**config.mk**
```make
export PLATFORM = sky130hd
export DESIGN_NAME = brhg_core
export DESIGN_NICKNAME = d
export VERILOG_FILES = /design/src/core/brhg_pkg.sv /design/src/core/brhg_core.sv
export SDC_FILE = /design/constraint.sdc
export NUM_CORES = 1
export LEC_CHECK = 0
export ABC_AREA = 1
export BUFFER_PORTS_ARGS = -buffer_cell sky130_fd_sc_hd__buf_2
export CORE_UTILIZATION = 50
export DETAILED_ROUTE_END_ITERATION = 10
export PLACE_DENSITY_LB_ADDON = 0.3
export SLEW_MARGIN = 30
export SYNTH_ARGS = -nofsm -noshare
export SYNTH_HDL_FRONTEND = slang
export SYNTH_SLANG_ARGS = --single-unit
```
**constraint.sdc**
```tcl
create_clock -name mclk -period 5.5 [get_ports mclk]
set_clock_uncertainty 0.15 [all_clocks]
set_input_delay 1.1 -clock mclk [delete_from_list [all_inputs] [get_ports mclk]]
set_output_delay 1.1 -clock mclk [all_outputs]
set_load 0.05 [all_outputs]
```
**src/core/brhg_pkg.sv**
```systemverilog
// Purpose: Constants for the two-wire bit-rate and hold-time generator
// Assumes: Rate codes 0x00 to 0x1F only; upper codes map to the last entry
// Notes: Rate table packs divider, data hold, start hold, stop hold
package brhg_pkg;
    // ==========================================================
    // Register map and fields
    localparam logic [1:0] BRHG_ADDR_DIVIDER = 2'h0;
    localparam logic [1:0] BRHG_ADDR_STATUS = 2'h1;
    localparam int BRHG_RATE_MULTIPLIER_MSB = 7;
    localparam int BRHG_RATE_MULTIPLIER_LSB = 6;
    localparam int BRHG_CODE_MSB = 5;
    localparam logic [7:0] BRHG_DIVIDER_RESET = 8'h00;
    localparam logic [1:0] BRHG_RATE_MULTIPLIER_RESERVED = 2'h3;
    // ==========================================================
    // Rate table: {divider, data hold, start hold, stop hold}, 8 bits each
    localparam int BRHG_TABLE_SIZE = 32;
    localparam logic [31:0] BRHG_TABLE [0:31] = '{
        {8'd20, 8'd7, 8'd6, 8'd11}, {8'd22, 8'd7, 8'd7, 8'd12},
        {8'd24, 8'd8, 8'd8, 8'd13}, {8'd26, 8'd8, 8'd9, 8'd14},
        {8'd28, 8'd9, 8'd10, 8'd15}, {8'd30, 8'd9, 8'd11, 8'd16},
        {8'd34, 8'd10, 8'd13, 8'd18}, {8'd40, 8'd10, 8'd16, 8'd21},
        {8'd28, 8'd7, 8'd10, 8'd15}, {8'd32, 8'd7, 8'd12, 8'd17},
        {8'd36, 8'd9, 8'd14, 8'd19}, {8'd40, 8'd9, 8'd16, 8'd21},
        {8'd44, 8'd11, 8'd18, 8'd23}, {8'd48, 8'd11, 8'd20, 8'd25},
        {8'd56, 8'd13, 8'd24, 8'd29}, {8'd68, 8'd13, 8'd30, 8'd35},
        {8'd48, 8'd9, 8'd18, 8'd25}, {8'd56, 8'd9, 8'd22, 8'd29},
        {8'd64, 8'd13, 8'd26, 8'd33}, {8'd72, 8'd13, 8'd30, 8'd37},
        {8'd80, 8'd17, 8'd34, 8'd41}, {8'd88, 8'd17, 8'd38, 8'd45},
        {8'd104, 8'd21, 8'd46, 8'd53}, {8'd128, 8'd21, 8'd58, 8'd65},
        {8'd80, 8'd9, 8'd38, 8'd41}, {8'd96, 8'd9, 8'd46, 8'd49},
        {8'd112, 8'd17, 8'd54, 8'd57}, {8'd128, 8'd17, 8'd62, 8'd65},
        {8'd144, 8'd25, 8'd70, 8'd73}, {8'd160, 8'd25, 8'd78, 8'd81},
        {8'd192, 8'd33, 8'd94, 8'd97}, {8'd240, 8'd33, 8'd118, 8'd121}
    };
    // ==========================================================
    // Timed phases
    typedef enum logic [2:0] {
        BRHG_IDLE = 3'b000,
        BRHG_HALF = 3'b001,
        BRHG_DATA = 3'b010,
        BRHG_START = 3'b011,
        BRHG_STOP = 3'b100
    } brhg_phase_t;
endpackage

```
**src/core/brhg_core.sv**
```systemverilog
// Purpose: Bit-rate divider and hold-time timer for the two-wire interface
// Assumes: Sequencer requests timed phases with one-cycle pulses
// Notes: One down-counter serves every phase
//
// Added by the designer: the register offsets and the strobed register port.
`timescale 1ns/10ps
`default_nettype none
module brhg_core (
    input wire logic mclk, // 25 MHz clock
    input wire logic sys_rst, // Synchronous reset, active high
    input wire logic [1:0] reg_addr, // Register address
    input wire logic [7:0] reg_wdata, // Write data
    input wire logic reg_wr, // Write strobe
    input wire logic reg_rd, // Read strobe
    output logic [7:0] reg_rdata, // Read data, cycle after strobe
    input wire logic half_req, // Start a half serial clock period
    input wire logic data_req, // Start data hold after clock fall
    input wire logic start_req, // Start start hold after data fall
    input wire logic stop_req, // Start stop hold after clock rise
    output logic busy, // A phase is being timed
    output logic done, // Pulse when the timed phase ends
    output logic [11:0] bit_period // Bus cycles per serial bit
);
    // ==========================================================
    // Divider register
    logic [7:0] bit_rate_divider;
    logic [1:0] rate_multiplier;
    logic [4:0] clock_rate_code;
    logic [2:0] factor;
    logic [31:0] entry;
    logic [11:0] next_load;
    brhg_pkg::brhg_phase_t phase;
    logic [11:0] count;

    assign rate_multiplier = bit_rate_divider[brhg_pkg::BRHG_RATE_MULTIPLIER_MSB:brhg_pkg::BRHG_RATE_MULTIPLIER_LSB];
    // Upper codes lie outside the table and saturate at the last row
    assign clock_rate_code = bit_rate_divider[brhg_pkg::BRHG_CODE_MSB] ? 5'h1F
                             : bit_rate_divider[4:0];

    // Software write of the divider register
    always_ff @(posedge mclk) begin
        if (sys_rst) begin
            bit_rate_divider <= brhg_pkg::BRHG_DIVIDER_RESET;
        end else if (reg_wr && reg_addr == brhg_pkg::BRHG_ADDR_DIVIDER) begin
            bit_rate_divider <= reg_wdata;
        end
    end

    // Read data one cycle after the strobe, zero otherwise
    always_ff @(posedge mclk) begin
        if (sys_rst) begin
            reg_rdata <= 8'h00;
        end else if (reg_rd && reg_addr == brhg_pkg::BRHG_ADDR_DIVIDER) begin
            reg_rdata <= bit_rate_divider;
        end else if (reg_rd && reg_addr == brhg_pkg::BRHG_ADDR_STATUS) begin
            reg_rdata <= {5'h00, phase};
        end else begin
            reg_rdata <= 8'h00;
        end
    end

    // ==========================================================
    // Factor decode and table lookup
    always_comb begin
        case (rate_multiplier)
            2'h0: factor = 3'd1;
            2'h1: factor = 3'd2;
            2'h2: factor = 3'd4;
            brhg_pkg::BRHG_RATE_MULTIPLIER_RESERVED: factor = 3'd1; // Reserved code treated as factor 1
            default: factor = 3'd1;
        endcase
    end
    assign entry = brhg_pkg::BRHG_TABLE[clock_rate_code];

    // Reload value: factor times the selected table field, halved for a half period request
    always_comb begin
        next_load = 12'h000;
        if (half_req) begin
            next_load = (12'(factor) * 12'(entry[31:24])) >> 1;
        end else if (data_req) begin
            next_load = 12'(factor) * 12'(entry[23:16]);
        end else if (start_req) begin
            next_load = 12'(factor) * 12'(entry[15:8]);
        end else if (stop_req) begin
            next_load = 12'(factor) * 12'(entry[7:0]);
        end
    end

    // ==========================================================
    // Single phase counter
    always_ff @(posedge mclk) begin
        if (sys_rst) begin
            phase <= brhg_pkg::BRHG_IDLE;
            count <= 12'h000;
            done <= 1'b0;
            busy <= 1'b0;
        end else if (phase == brhg_pkg::BRHG_IDLE) begin
            done <= 1'b0;
            if (half_req || data_req || start_req || stop_req) begin
                count <= next_load;
                busy <= 1'b1;
                if (half_req) phase <= brhg_pkg::BRHG_HALF;
                else if (data_req) phase <= brhg_pkg::BRHG_DATA;
                else if (start_req) phase <= brhg_pkg::BRHG_START;
                else phase <= brhg_pkg::BRHG_STOP;
            end
        end else if (count <= 12'h001) begin
            phase <= brhg_pkg::BRHG_IDLE;
            done <= 1'b1;
            busy <= 1'b0;
            count <= 12'h000;
        end else begin
            count <= count - 12'h001;
        end
    end

    // Full bit period for the sequencer
    always_ff @(posedge mclk) begin
        if (sys_rst) begin
            bit_period <= 12'h000;
        end else begin
            bit_period <= 12'(factor) * 12'(entry[31:24]);
        end
    end

    // ==========================================================
    // Checks
    property p_period;
        @(posedge mclk) disable iff (sys_rst)
        (rate_multiplier == 2'h0 && clock_rate_code == 5'h00) |=> bit_period == 12'd20;
    endproperty
    a_period: assert property (p_period) else $error("bit period wrong");
    property p_rate_multiplier;
        @(posedge mclk) disable iff (sys_rst)
        (rate_multiplier == 2'h2 && clock_rate_code == 5'h1F) |=> bit_period == 12'd960;
    endproperty
    a_rate_multiplier: assert property (p_rate_multiplier) else $error("factor four wrong");
    property p_data;
        @(posedge mclk) disable iff (sys_rst)
        (phase == brhg_pkg::BRHG_IDLE && data_req && !half_req && factor == 3'd1
         && clock_rate_code == 5'h00) |=> busy [*7] ##1 done;
    endproperty
    a_data: assert property (p_data) else $error("data hold length wrong");
    property p_start;
        @(posedge mclk) disable iff (sys_rst)
        (phase == brhg_pkg::BRHG_IDLE && start_req && !half_req && !data_req
         && factor == 3'd1 && clock_rate_code == 5'h00) |=> busy [*6] ##1 done;
    endproperty
    a_start: assert property (p_start) else $error("start hold length wrong");
    property p_stop;
        @(posedge mclk) disable iff (sys_rst)
        (phase == brhg_pkg::BRHG_STOP && count == 12'd11) |-> ##11 done;
    endproperty
    a_stop: assert property (p_stop) else $error("stop hold length wrong");
    property p_table;
        @(posedge mclk) disable iff (sys_rst)
        clock_rate_code == 5'h1F |-> entry == {8'd240, 8'd33, 8'd118, 8'd121};
    endproperty
    a_table: assert property (p_table) else $error("table row wrong");
    property p_code;
        @(posedge mclk) disable iff (sys_rst)
        !bit_rate_divider[5] |-> clock_rate_code == bit_rate_divider[4:0];
    endproperty
    a_code: assert property (p_code) else $error("code select wrong");
    property p_count;
        @(posedge mclk) disable iff (sys_rst)
        (phase != brhg_pkg::BRHG_IDLE && count > 12'h001) |=> count == $past(count) - 12'h001;
    endproperty
    a_count: assert property (p_count) else $error("counter not stepping");
    property p_half;
        @(posedge mclk) disable iff (sys_rst)
        (phase == brhg_pkg::BRHG_IDLE && half_req && factor == 3'd1
         && clock_rate_code == 5'h00) |=> busy [*8] ##1 busy ##1 busy ##1 done;
    endproperty
    a_half: assert property (p_half) else $error("half period length wrong");
    property p_refuse;
        @(posedge mclk) disable iff (sys_rst)
        (phase != brhg_pkg::BRHG_IDLE && count > 12'h001
         && (half_req || data_req || start_req || stop_req)) |=> phase == $past(phase);
    endproperty
    a_refuse: assert property (p_refuse) else $error("request taken while busy");
    property p_done_pulse;
        @(posedge mclk) disable iff (sys_rst)
        done |-> !busy ##1 !done;
    endproperty
    a_done_pulse: assert property (p_done_pulse) else $error("done not a single pulse");
    property p_factor2;
        @(posedge mclk) disable iff (sys_rst)
        rate_multiplier == 2'h1 |-> factor == 3'd2;
    endproperty
    a_factor2: assert property (p_factor2) else $error("factor two wrong");
    property p_rdata;
        @(posedge mclk) disable iff (sys_rst)
        (reg_rd && reg_addr == brhg_pkg::BRHG_ADDR_DIVIDER)
        |=> reg_rdata == $past(bit_rate_divider);
    endproperty
    a_rdata: assert property (p_rdata) else $error("divider read data wrong");
    property p_rdata_idle;
        @(posedge mclk) disable iff (sys_rst)
        !reg_rd |=> reg_rdata == 8'h00;
    endproperty
    a_rdata_idle: assert property (p_rdata_idle) else $error("read data not cleared");

    // ==========================================================
    // Check helper: busy cycles of a phase against the load it took
    logic [11:0] chk_load;
    logic [11:0] chk_run;
    always_ff @(posedge mclk) begin
        if (sys_rst) begin
            chk_load <= 12'h000;
            chk_run <= 12'h000;
        end else if (phase == brhg_pkg::BRHG_IDLE) begin
            chk_load <= next_load;
            chk_run <= 12'h000;
        end else begin
            chk_run <= chk_run + 12'h001;
        end
    end
    property p_length;
        @(posedge mclk) disable iff (sys_rst)
        done |-> (chk_run == chk_load || (chk_load <= 12'h001 && chk_run == 12'h001));
    endproperty
    a_length: assert property (p_length) else $error("phase length not the load");
    c_data: cover property (@(posedge mclk) phase == brhg_pkg::BRHG_DATA ##[1:200] done);
    c_start: cover property (@(posedge mclk) phase == brhg_pkg::BRHG_START ##[1:200] done);
    c_stop: cover property (@(posedge mclk) phase == brhg_pkg::BRHG_STOP ##[1:200] done);
    c_half: cover property (@(posedge mclk) phase == brhg_pkg::BRHG_HALF ##[1:500] done);
    c_refuse: cover property (@(posedge mclk)
        busy && (half_req || data_req || start_req || stop_req));
endmodule
`default_nettype wire

```
==> results of run 1 <==
flip-flops by register name (all words and copies together), names as in the netlist:
name	count
done	1
bit_period	10
bit_rate_divider	8
count	12
reg_rdata	8
phase	3
busy	1
power by group through the flow:
stage | registers (mW) | clock network, mW | logic [mW]
after detailed placement | 0.378 | 0 | 0.542
after floorplan | 0.408 | 0 | 0.381
final | 0.371 | 0.239 | 0.553
after CTS | 0.370 | 0.242 | 0.547
after global placement | 0.377 | 0 | 0.538
after global routing | 0.376 | 0.252 | 0.623
per-layer routing:
metal	part of all wire	GRT usage
met4	0.012	0.0735
met3	0.069	0.0301
met1	0.46	0.378
met5	0	0
met2	0.45	0.444
cells by family (layout without fill, tap and decap cells):
kind of cell,Yosys count,count (layout)
simple gates,330,330
flops,43,43
fa+ha+maj,69,69
xor+xnor,10,10
buf+inv,150,176
compound gates,119,119
other cells,1,2
cell type report:
| type | instances | share of cell area |
|---|---|---|
| sequential | 43 | 0.172 |
| timing repair buffer | 40 | 0.0415 |
| multi-input combinational | 530 | 0.642 |
| inverter | 129 | 0.0973 |
| tap | 108 | 0.0270 |
| clock inverter | 1 | 0.00600 |
| clock buffer | 6 | 0.0145 |
placed cells by master, fill, tap and decap left out, types with 3 or more instances in the layout:
master / instances
o21ai_0: 46
a21oi_1: 52
clkbuf_8: 5
xor2_1: 3
nand4_1: 16
fa_1: 23
dfxtp_1: 43
nor3_1: 12
nand3b_1: 3
o22ai_1: 3
o211ai_1: 6
buf_2: 37
nand3_1: 52
inv_1: 128
a31oi_1: 3
ha_1: 46
or2_2: 7
buf_4: 3
xnor2_1: 7
nor2_1: 72
nand2_1: 160
worst max path at each step:
stage,startpoint,endpoint,slack [ns],cells after the start
2_1_floorplan,bit_rate_divider[5],count[4],1.58,19
3_3_place_gp,bit_rate_divider[5],count[4],1.24,20
3_5_place_dp,bit_rate_divider[5],count[4],1.03,19
4_1_cts,bit_rate_divider[5],count[4],1.00,19
5_1_grt,bit_rate_divider[5],count[4],0.63,19
6_report,bit_rate_divider[5],count[4],0.91,19
worst max-delay path, cell delays in order, from the launching register on:
cell and delay [ns]:
dfxtp_1 0.36, nor2_1 0.41, inv_1 0.24, ha_1 0.35, nor2_1 0.06, a21oi_1 0.26, o21ai_0 0.18, a21oi_1 0.26
nand2_1 0.12, fa_1 0.51, inv_1 0.04, ha_1 0.24, fa_1 0.44, or2_2 0.31, nand3_1 0.07, nand3_1 0.09
o21ai_0 0.09, nand2_1 0.07, o211ai_1 0.11, a31oi_1 0.09
==> impl_metrics.py, run 1 <==
metrics = {
    "synth": {
        "synthFlopType": "dfxtp_1",
        "synthSimpleGateAreaFrac": 0.308,
        "synthAdderAreaFrac": 0.223,
        "synth_xor_area_frac": 0.0189,
        "synthMuxAreaShare": 0,
        "synth-async-reset-ratio": 0,
        "synth_top_family_by_area": "simple AND/OR/NAND/NOR gates",
        "ys_seq_area_frac": 0.185,
        "synth_top_cell_by_area": "dfxtp_1",
        "synth_area_mm2": 0.00465,
        "synth.top_cell.area_share": 0.185,
        "syn_avg_cell_area_um2": 6.43,
        "synth_common_cells": "160 x nand2_1, 128 x inv_1, 72 x nor2_1",
        "yosysMostFrequentCell": "nand2_1",
        "synthDistinctLibCells": 37,
        "syn_inst": 722,
        "synth_compound_area_frac": 0.140,
        "yosysWarnings": 0,
        "ys_ff_latch": 43,
        "synth-edff-count": 0,
        "synth.area.top_cells": "dfxtp_1 19%, nand2_1 13%, ha_1 12%",
    },
    "detailed_routing": {
        "ant_nets": 0,
        "drc": 3,
        "drt-wirelength-per-cell_um": 14.7,
        "via_per_inst": 5.56,
        "drtIter0Drc": 297,
        "drt_pass1_iterations": 10,
        "vias": 4763,
        "drt_wl_total_um": 12600,
    },
    "critical_path": {
        "rrSetupSlack_ns": 0.91,
        "worstSetupStartpointType": "flip-flop",
        "endpoint_kind": "flip-flop",
        "cp.arrival_ns": 4.60,
        "reg2regPathDepth": 19,
        "regToRegStartpoint": "bit_rate_divider[5]",
        "cp.required_ns": 5.51,
        "worstSetupPathType": "reg -> reg",
        "critPathMaxFanout": 7,
        "r2r_end": "count[4]",
    },
    "placement": {
        "dp.cells": 850,
        "hpwl_um": 10200,
        "io_buffers": 37,
        "gp_congestion": 0.986,
        "place_area_mm2": 0.00490,
        "dp_slack_ns": 1.03,
    },
    "layout": {
        "layout.cells.non_filler": 857,
        "multiInputGateArea_mm2": 0.00321,
        "final_core_util": 0.566,
        "area_growth_pct": 7.73,
        "seq_area_um2": 861,
        "diodes": 0,
        "final_layout_size_suffix_gt1_frac": 0.0841,
        "stdcell_area_mm2": 0.00500,
        "fillers": 868,
        "nets": 836,
    },
    "timing": {
        "max_slew_margin": 0.531,
        "fin_tns_setup_ns": 0,
        "final.setup.worst_slack_ns": 0.908,
        "timing.hold.ws_ns": 0.318,
        "setup_viol": 0,
        "grt_setup_unrepaired": "no",
        "timing.fmax_ghz": 0.218,
        "period_minus_slack_ns": 4.59,
        "hold_viol": 0,
        "finalCritPeriodShare": 0.835,
        "tightest_slew_ns": 0.703,
        "drv_slew": 0,
    },
    "worst_hold_path": {
        "worstHoldStart": "busy",
        "holdPathEnd": "busy",
        "hold_path_depth": 2,
        "min-delay-path-class": "reg -> reg",
    },
    "pwr": {
        "p_int_mw": 0.663,
        "vdd_drop_max_mv": 0.163,
        "p_clk_frac": 0.206,
        "swShare": 0.430,
        "pwr-share-seq": 0.319,
        "power.total_mw": 1.16,
        "power.density_mw_per_mm2": 232,
        "power.share.combinational": 0.476,
        "switchingPower_mw": 0.500,
        "p_leak_nw": 2.64,
    },
    "grt": {
        "grt_pass1_wl_um": 21200,
        "gr-total-overflow": 0,
        "grt_max_degree": 23,
        "track_usage": 0.271,
        "grt_pass1_vias": 4480,
        "antenna_found_initial": 0,
    },
    "clock_network": {
        "cts_root_buffer": "clkbuf_8",
        "worstSkewPairLatency_ns": 0.29,
        "cts.sinks": 43,
        "cts_tree": "built",
        "clock_path_buffers": 2,
        "cts_hold_buf": 0,
        "post_cts_resized": 0,
        "clk_pin_slew_ns": 0.08,
        "cts_made_buffers": 5,
        "post-cts-setup-buffers": 0,
        "htreeDepth": 2,
    },
    "floorplan": {
        "core_mm2": 0.00885,
        "die_area_mm2": 0.00968,
        "io_pins": 40,
        "rows": 34,
        "die_h_um": 98.4,
        "die_x_um": 98.4,
        "start_util": 0.525,
    },
    "job": {
        "max-cap-violations": 0,
    },
    "status": {
        "violations": "DRC",
        "status": "finished, violations left",
    },
}
Power figures use the tool's default switching activity.
==> run 2, diff against run 1 <==
--- a/config.mk
+++ b/config.mk
@@ -5,7 +5,7 @@
 export SDC_FILE = /design/constraint.sdc
 export NUM_CORES = 1
 export LEC_CHECK = 0
-export ABC_AREA = 1
+export ABC_AREA = 0
 export BUFFER_PORTS_ARGS = -buffer_cell sky130_fd_sc_hd__buf_2
 export CORE_UTILIZATION = 50
 export DETAILED_ROUTE_END_ITERATION = 10
==> constraint.sdc (replaced) <==
create_clock -name mclk -period 3.8 [get_ports mclk]
set_clock_uncertainty 0.15 [all_clocks]
set_input_delay 0.76 -clock mclk [delete_from_list [all_inputs] [get_ports mclk]]
set_output_delay 0.76 -clock mclk [all_outputs]
set_load 0.05 [all_outputs]
==> run 2 against run 1 <==
Effect of this change: the flow finishes with violations (setup timing); combinational power up 55%; clock power rose by 28%; core utilization grew 12 points; sequential power increased by 47%; wire length rose by 14%; critical path depth is 1 lower; synthesized cell count down 12%; global-route usage up 2.1 points; clock-buffer cell count unchanged; first-iteration DRC count increased by 7.1%; final area increased by 26%; via count is 3.9% higher; largest cell class unchanged; largest power group unchanged.
==> impl_metrics.py, run 2 <==
metrics = {
    "status": {
        "status": "finished, violations left",
        "violations": "setup timing",
    },
    "synth": {
        "yosysMostFrequentCell": "nand2_1",
        "yosysWarnings": 0,
        "synth-edff-count": 0,
        "synthFlopType": "dfxtp_1",
        "synth_top_cell_by_area": "dfxtp_1",
        "synth.area.top_cells": "dfxtp_1 18%, ha_1 12%, fa_1 9.6%",
        "synth.top_cell.area_share": 0.179,
        "syn_inst": 638,
        "synthDistinctLibCells": 66,
        "synth_common_cells": "79 x nand2_1, 59 x nor2_1, 52 x inv_1",
        "synth_area_mm2": 0.00480,
        "synth-async-reset-ratio": 0,
        "syn_avg_cell_area_um2": 7.52,
        "ys_seq_area_frac": 0.179,
        "ys_ff_latch": 43,
    },
    "layout": {
        "largest_reg_flops": 12,
        "reg_top3": "count x12, bit_period x10",
        "final_common_cell": "buf_4",
        "area_growth_pct": 31.7,
        "fillers": 718,
        "nets": 813,
        "mostFrequentLayoutCells": "79 x buf_4, 75 x nand2_1, 47 x nor2_1, 40 x inv_1, 40 x dfxtp_1",
        "diodes": 0,
        "top_register": "count",
        "final_layout_size_suffix_gt1_frac": 0.340,
    },
    "clock_network": {
        "clk_pin_slew_ns": 0.10,
        "htreeDepth": 2,
        "cts_tree": "built",
        "cts_made_buffers": 5,
        "worstSkewPairLatency_ns": 0.30,
        "cts_hold_buf": 0,
        "cts.sinks": 43,
        "clock_path_buffers": 2,
        "cts_root_buffer": "clkbuf_8",
    },
    "detailed_routing": {
        "drc": 0,
        "drt_pass1_iterations": 5,
        "drt_wl_total_um": 14300,
        "drt-wirelength-per-cell_um": 16.7,
        "vias": 4951,
        "ant_nets": 0,
        "via_per_inst": 5.78,
        "drtIter0Drc": 318,
    },
    "timing": {
        "final.setup.worst_slack_ns": -0.174,
        "finalCritPeriodShare": 1.05,
        "period_minus_slack_ns": 3.97,
        "hold_viol": 0,
        "max_slew_margin": 0.505,
        "drv_slew": 0,
        "setup_viol": 8,
        "timing.hold.ws_ns": 0.330,
        "tightest_slew_ns": 0.740,
        "fin_tns_setup_ns": -0.515,
        "timing.fmax_ghz": 0.252,
        "grt_setup_unrepaired": "yes",
    },
    "pwr": {
        "power.density_mw_per_mm2": 270,
        "power.total_mw": 1.71,
        "p_leak_nw": 2.81,
        "vdd_drop_max_mv": 0.171,
    },
    "floorplan": {
        "die_area_mm2": 0.0100,
        "io_pins": 40,
        "start_util": 0.517,
        "die_x_um": 100,
        "die_h_um": 100,
        "rows": 35,
        "core_mm2": 0.00928,
    },
    "job": {
        "max-cap-violations": 0,
    },
    "placement": {
        "gp_congestion": 0.932,
        "io_buffers": 37,
        "hpwl_um": 10500,
    },
    "critical_path": {
        "cp.required_ns": 3.81,
        "cp.arrival_ns": 3.98,
        "worstSetupStartpointType": "flip-flop",
        "endpoint_kind": "flip-flop",
        "worstSetupPathType": "reg -> reg",
        "critPathMaxFanout": 6,
    },
    "worst_hold_path": {
        "min-delay-path-class": "reg -> reg",
    },
    "grt": {
        "antenna_found_initial": 0,
        "gr-total-overflow": 0,
        "grt_pass1_wl_um": 23300,
        "grt_pass1_vias": 4917,
        "grt_max_degree": 40,
        "track_usage": 0.291,
    },
}
[run 2: final timing paths]
kind                                  to  slack, ns           startpoint  cells past startpoint
worst max-delay path            count[8]      -0.17  bit_rate_divider[5]                     18
worst max register to register  count[8]      -0.17  bit_rate_divider[5]                     18
worst min register to register      busy       0.33                 busy                      2
worst min-delay path                busy       0.33                 busy                      2
[run 2: cells by family (layout without fill, tap and decap cells)]
kind of cell / count (synthesis) / after routing / synth area share
buffers and inverters: 93 / 181 / 0.0779
other: 1 / 2 / 0.000781
xor gates and xnor gates: 11 / 11 / 0.0201
muxes: 19 / 19 / 0.0428
AOI/OAI and AO/OA: 166 / 166 / 0.223
adders and majority gates: 70 / 70 / 0.218
DFF: 43 / 43 / 0.179
and+or+nand+nor: 235 / 235 / 0.238
[run 2: metal layers]
| layer | GRT usage | part of all wire | wire, um | up-vias |
|---|---|---|---|---|
| li1 | - | - | - | 2374 |
| met1 | 0.376 | 0.43 | 6190 | 2359 |
| met2 | 0.498 | 0.48 | 6870 | 178 |
| met3 | 0.0411 | 0.059 | 841 | 40 |
| met4 | 0.103 | 0.030 | 431 | 0 |
| met5 | 0 | 0 | 0 | - |
[run 2: area by class of cell]
class | count | area [um2] | share of cell area
inverter | 52 | 198 | 0.0313
sequential | 43 | 867 | 0.137
multi-input combinational | 503 | 4170 | 0.659
clock buffer | 6 | 72.6 | 0.0115
tap | 129 | 161 | 0.0255
clock inverter | 2 | 12.5 | 0.00198
timing repair buffer | 121 | 843 | 0.133
[run 2: power by group]
| part | internal (mW) | switching [mW] |
|---|---|---|
| sequential | 0.494 | 0.0507 |
| clock | 0.129 | 0.176 |
| combinational | 0.369 | 0.489 |
| total | 0.993 | 0.716 |
[run 2: timing repair]
| action | 4_1_cts | 5_1_grt |
|---|---|---|
| setup endpoints to repair | 8 | 12 |
| gates resized for setup | 38 | 77 |
| buffers inserted | 8 | 10 |
| pin swaps | 29 | 50 |
[run 2: worst max-delay path: stages, from the launching register on]
cell       delay (ns)
dfxtp_4          0.38
buf_4            0.14
nor2_4           0.16
ha_4             0.25
buf_4            0.14
a221oi_2         0.24
buf_4            0.21
o21ai_4          0.06
nand2_2          0.07
fa_1             0.45
buf_4            0.15
buf_4            0.13
fa_2             0.37
nor2b_2          0.16
o2111ai_2        0.13
nand3_2          0.13
mux2i_2          0.09
a211oi_2         0.28
o22ai_1          0.12
[run 2: per-stage QoR]
step	util	instances	area, um2	setup slack [ns]
6_report	0.681	856	6320	-0.174
5_1_grt	0.681	856	6320	-0.319
4_1_cts	0.638	846	5920	-0.114
3_5_place_dp	0.606	830	5620	-0.386
3_3_place_gp	0.606	830	5620	-0.201
2_1_floorplan	-	639	4990	-0.110
==> run 3, diff against run 2 <==
--- a/config.mk
+++ b/config.mk
@@ -9,6 +9,8 @@
 export BUFFER_PORTS_ARGS = -buffer_cell sky130_fd_sc_hd__buf_2
 export CORE_UTILIZATION = 50
 export DETAILED_ROUTE_END_ITERATION = 10
+export GPL_ROUTABILITY_DRIVEN = 0
+export MAX_ROUTING_LAYER = met4
 export PLACE_DENSITY_LB_ADDON = 0.3
 export SLEW_MARGIN = 30
 export SYNTH_ARGS = -nofsm -noshare
==> run 3 against run 2 <==
Effect of this change: clock-buffer cell count is 1 lower; wire length is 2.3% higher; the run still ends with setup timing left; highest routed layer unchanged; critical path type unchanged; hold slack worse by 0.0066 ns; critical endpoint unchanged.
==> impl_metrics.py, run 3 (synthesized netlist as in run 2, its figures left out) <==
metrics = {
    "grt": {
        "track_usage": 0.305,
        "grt_pass1_vias": 4878,
        "grt_max_degree": 40,
        "gr-total-overflow": 0,
        "antenna_found_initial": 0,
        "grt_pass1_wl_um": 23700,
    },
    "timing": {
        "setup_viol": 7,
        "tightest_slew_ns": 0.787,
        "final.setup.worst_slack_ns": -0.226,
        "grt_setup_unrepaired": "yes",
        "finalCritPeriodShare": 1.06,
        "hold_viol": 0,
        "period_minus_slack_ns": 4.03,
        "timing.fmax_ghz": 0.248,
        "drv_slew": 0,
        "max_slew_margin": 0.473,
    },
    "layout": {
        "seq_area_um2": 866,
        "reg_top3": "count x12, bit_period x10",
        "diodes": 0,
        "largest_reg_flops": 12,
        "area_growth_pct": 28.2,
        "layout.cells.non_filler": 852,
        "top_register": "count",
        "multiInputGateArea_mm2": 0.00401,
        "fillers": 747,
        "mostFrequentLayoutCells": "77 x buf_4, 73 x nand2_1, 49 x nor2_1, 42 x inv_1, 41 x dfxtp_1",
        "final_common_cell": "buf_4",
        "final_layout_size_suffix_gt1_frac": 0.307,
        "nets": 809,
    },
    "placement": {
        "dp_slack_ns": -0.262,
        "dp.cells": 832,
        "io_buffers": 37,
        "hpwl_um": 10700,
    },
    "clock_network": {
        "clock_path_buffers": 2,
        "cts_made_buffers": 5,
        "worstSkewPairLatency_ns": 0.31,
        "clk_pin_slew_ns": 0.10,
        "cts_hold_buf": 0,
        "cts.sinks": 43,
        "cts_tree": "built",
        "htreeDepth": 2,
        "cts_root_buffer": "clkbuf_8",
    },
    "detailed_routing": {
        "drt-wirelength-per-cell_um": 17.2,
        "drt_wl_total_um": 14700,
        "drc": 0,
        "drtIter0Drc": 345,
        "vias": 5058,
        "via_per_inst": 5.94,
        "ant_nets": 0,
        "drt_pass1_iterations": 5,
    },
    "critical_path": {
        "startpoint": "bit_rate_divider[5]",
        "endpoint_kind": "flip-flop",
        "reg2regPathDepth": 18,
        "worstSetupPathType": "reg -> reg",
        "cp.required_ns": 3.80,
        "rrSetupSlack_ns": -0.23,
        "worstSetupStartpointType": "flip-flop",
        "r2r_end": "count[8]",
        "critPathMaxFanout": 5,
        "cp.arrival_ns": 4.03,
        "regToRegStartpoint": "bit_rate_divider[5]",
    },
    "pwr": {
        "pwr-share-seq": 0.308,
        "p_leak_nw": 2.79,
        "p_clk_frac": 0.210,
        "power.share.combinational": 0.482,
        "switchingPower_mw": 0.713,
        "swShare": 0.403,
        "vdd_drop_max_mv": 0.191,
        "p_int_mw": 1.05,
        "power.density_mw_per_mm2": 287,
    },
    "floorplan": {
        "die_area_mm2": 0.0100,
        "io_pins": 40,
        "core_mm2": 0.00928,
        "start_util": 0.517,
        "die_h_um": 100,
        "rows": 35,
        "die_x_um": 100,
    },
    "worst_hold_path": {
        "holdPathEnd": "busy",
        "worstHoldStart": "busy",
        "hold_path_depth": 2,
        "min-delay-path-class": "reg -> reg",
    },
    "status": {
        "status": "finished, violations left",
        "violations": "setup timing",
    },
    "job": {
        "max-cap-violations": 0,
    },
}
-- run 3: power by group through the flow --
stage / Combinational (mW) / Sequential (mW) / Clock, mW
3_5_place_dp: 0.750 / 0.553 / 0
5_1_grt: 0.930 / 0.552 / 0.390
6_report: 0.851 / 0.545 / 0.371
3_3_place_gp: 0.727 / 0.551 / 0
4_1_cts: 0.800 / 0.543 / 0.369
2_1_floorplan: 0.525 / 0.578 / 0
-- run 3: worst max-delay path by stage --
stage / endpoint / slack (ns)
after floorplan: count[8] / -0.11
after global placement: count[9] / -0.21
after detailed placement: count[9] / -0.26
after CTS: count[8] / -0.10
after global routing: count[8] / -0.38
final: count[8] / -0.23
-- run 3: what timing repair did --
| item | in CTS | in global routing |
|---|---|---|
| hold endpoints to repair | 0 | 0 |
| pin swaps | 37 | 37 |
| setup buffers | 8 | 5 |
| setup endpoints to repair | 9 | 11 |
| gates cloned | 0 | 0 |
| gates resized for setup | 47 | 35 |
-- run 3: worst max-delay path, cell delays in order (launching register included) --
cell      delay [ns]
dfxtp_4         0.39
nor2_4          0.14
inv_4           0.07
ha_4            0.30
inv_2           0.04
mux4_2          0.50
nor3b_2         0.22
buf_4           0.15
nor2_4          0.04
nand2_2         0.07
fa_1            0.43
inv_2           0.08
ha_4            0.21
a211oi_4        0.26
o21bai_1        0.12
a21oi_1         0.18
xnor2_1         0.10
a221oi_1        0.26
o22ai_1         0.14
-- run 3: metrics by stage --
| step | power, mW | setup TNS [ns] | hold WS (ns) | utilization | instance area, um2 |
|---|---|---|---|---|---|
| final | 1.77 | -1.01 | 0.324 | 0.663 | 6150 |
| after global routing | 1.87 | -2.27 | 0.367 | 0.663 | 6150 |
| after CTS | 1.71 | -0.400 | 0.324 | 0.646 | 6000 |
| after detailed placement | 1.30 | -1.15 | 0.313 | 0.607 | 5640 |
| after global placement | 1.28 | -0.503 | 0.308 | 0.607 | 5640 |
| after floorplan | 1.10 | -0.495 | 0.304 | - | 4990 |
-- run 3: final cells by class --
cell class / count / area share
multi-input cells: 503 / 0.651
flip-flops and latches: 43 / 0.141
repair buffers: 117 / 0.132
inverters: 52 / 0.0321
well taps: 129 / 0.0262
clock buffers: 5 / 0.0112
clock inverters: 3 / 0.00712
-- run 3: routing by layer --
layer | track usage | vias up | share of wire
met5 | - | - | 0
met2 | 0.506 | 215 | 0.48
met3 | 0.0355 | 55 | 0.061
met4 | 0.108 | 0 | 0.033
met1 | 0.386 | 2415 | 0.42
li1 | - | 2373 | -
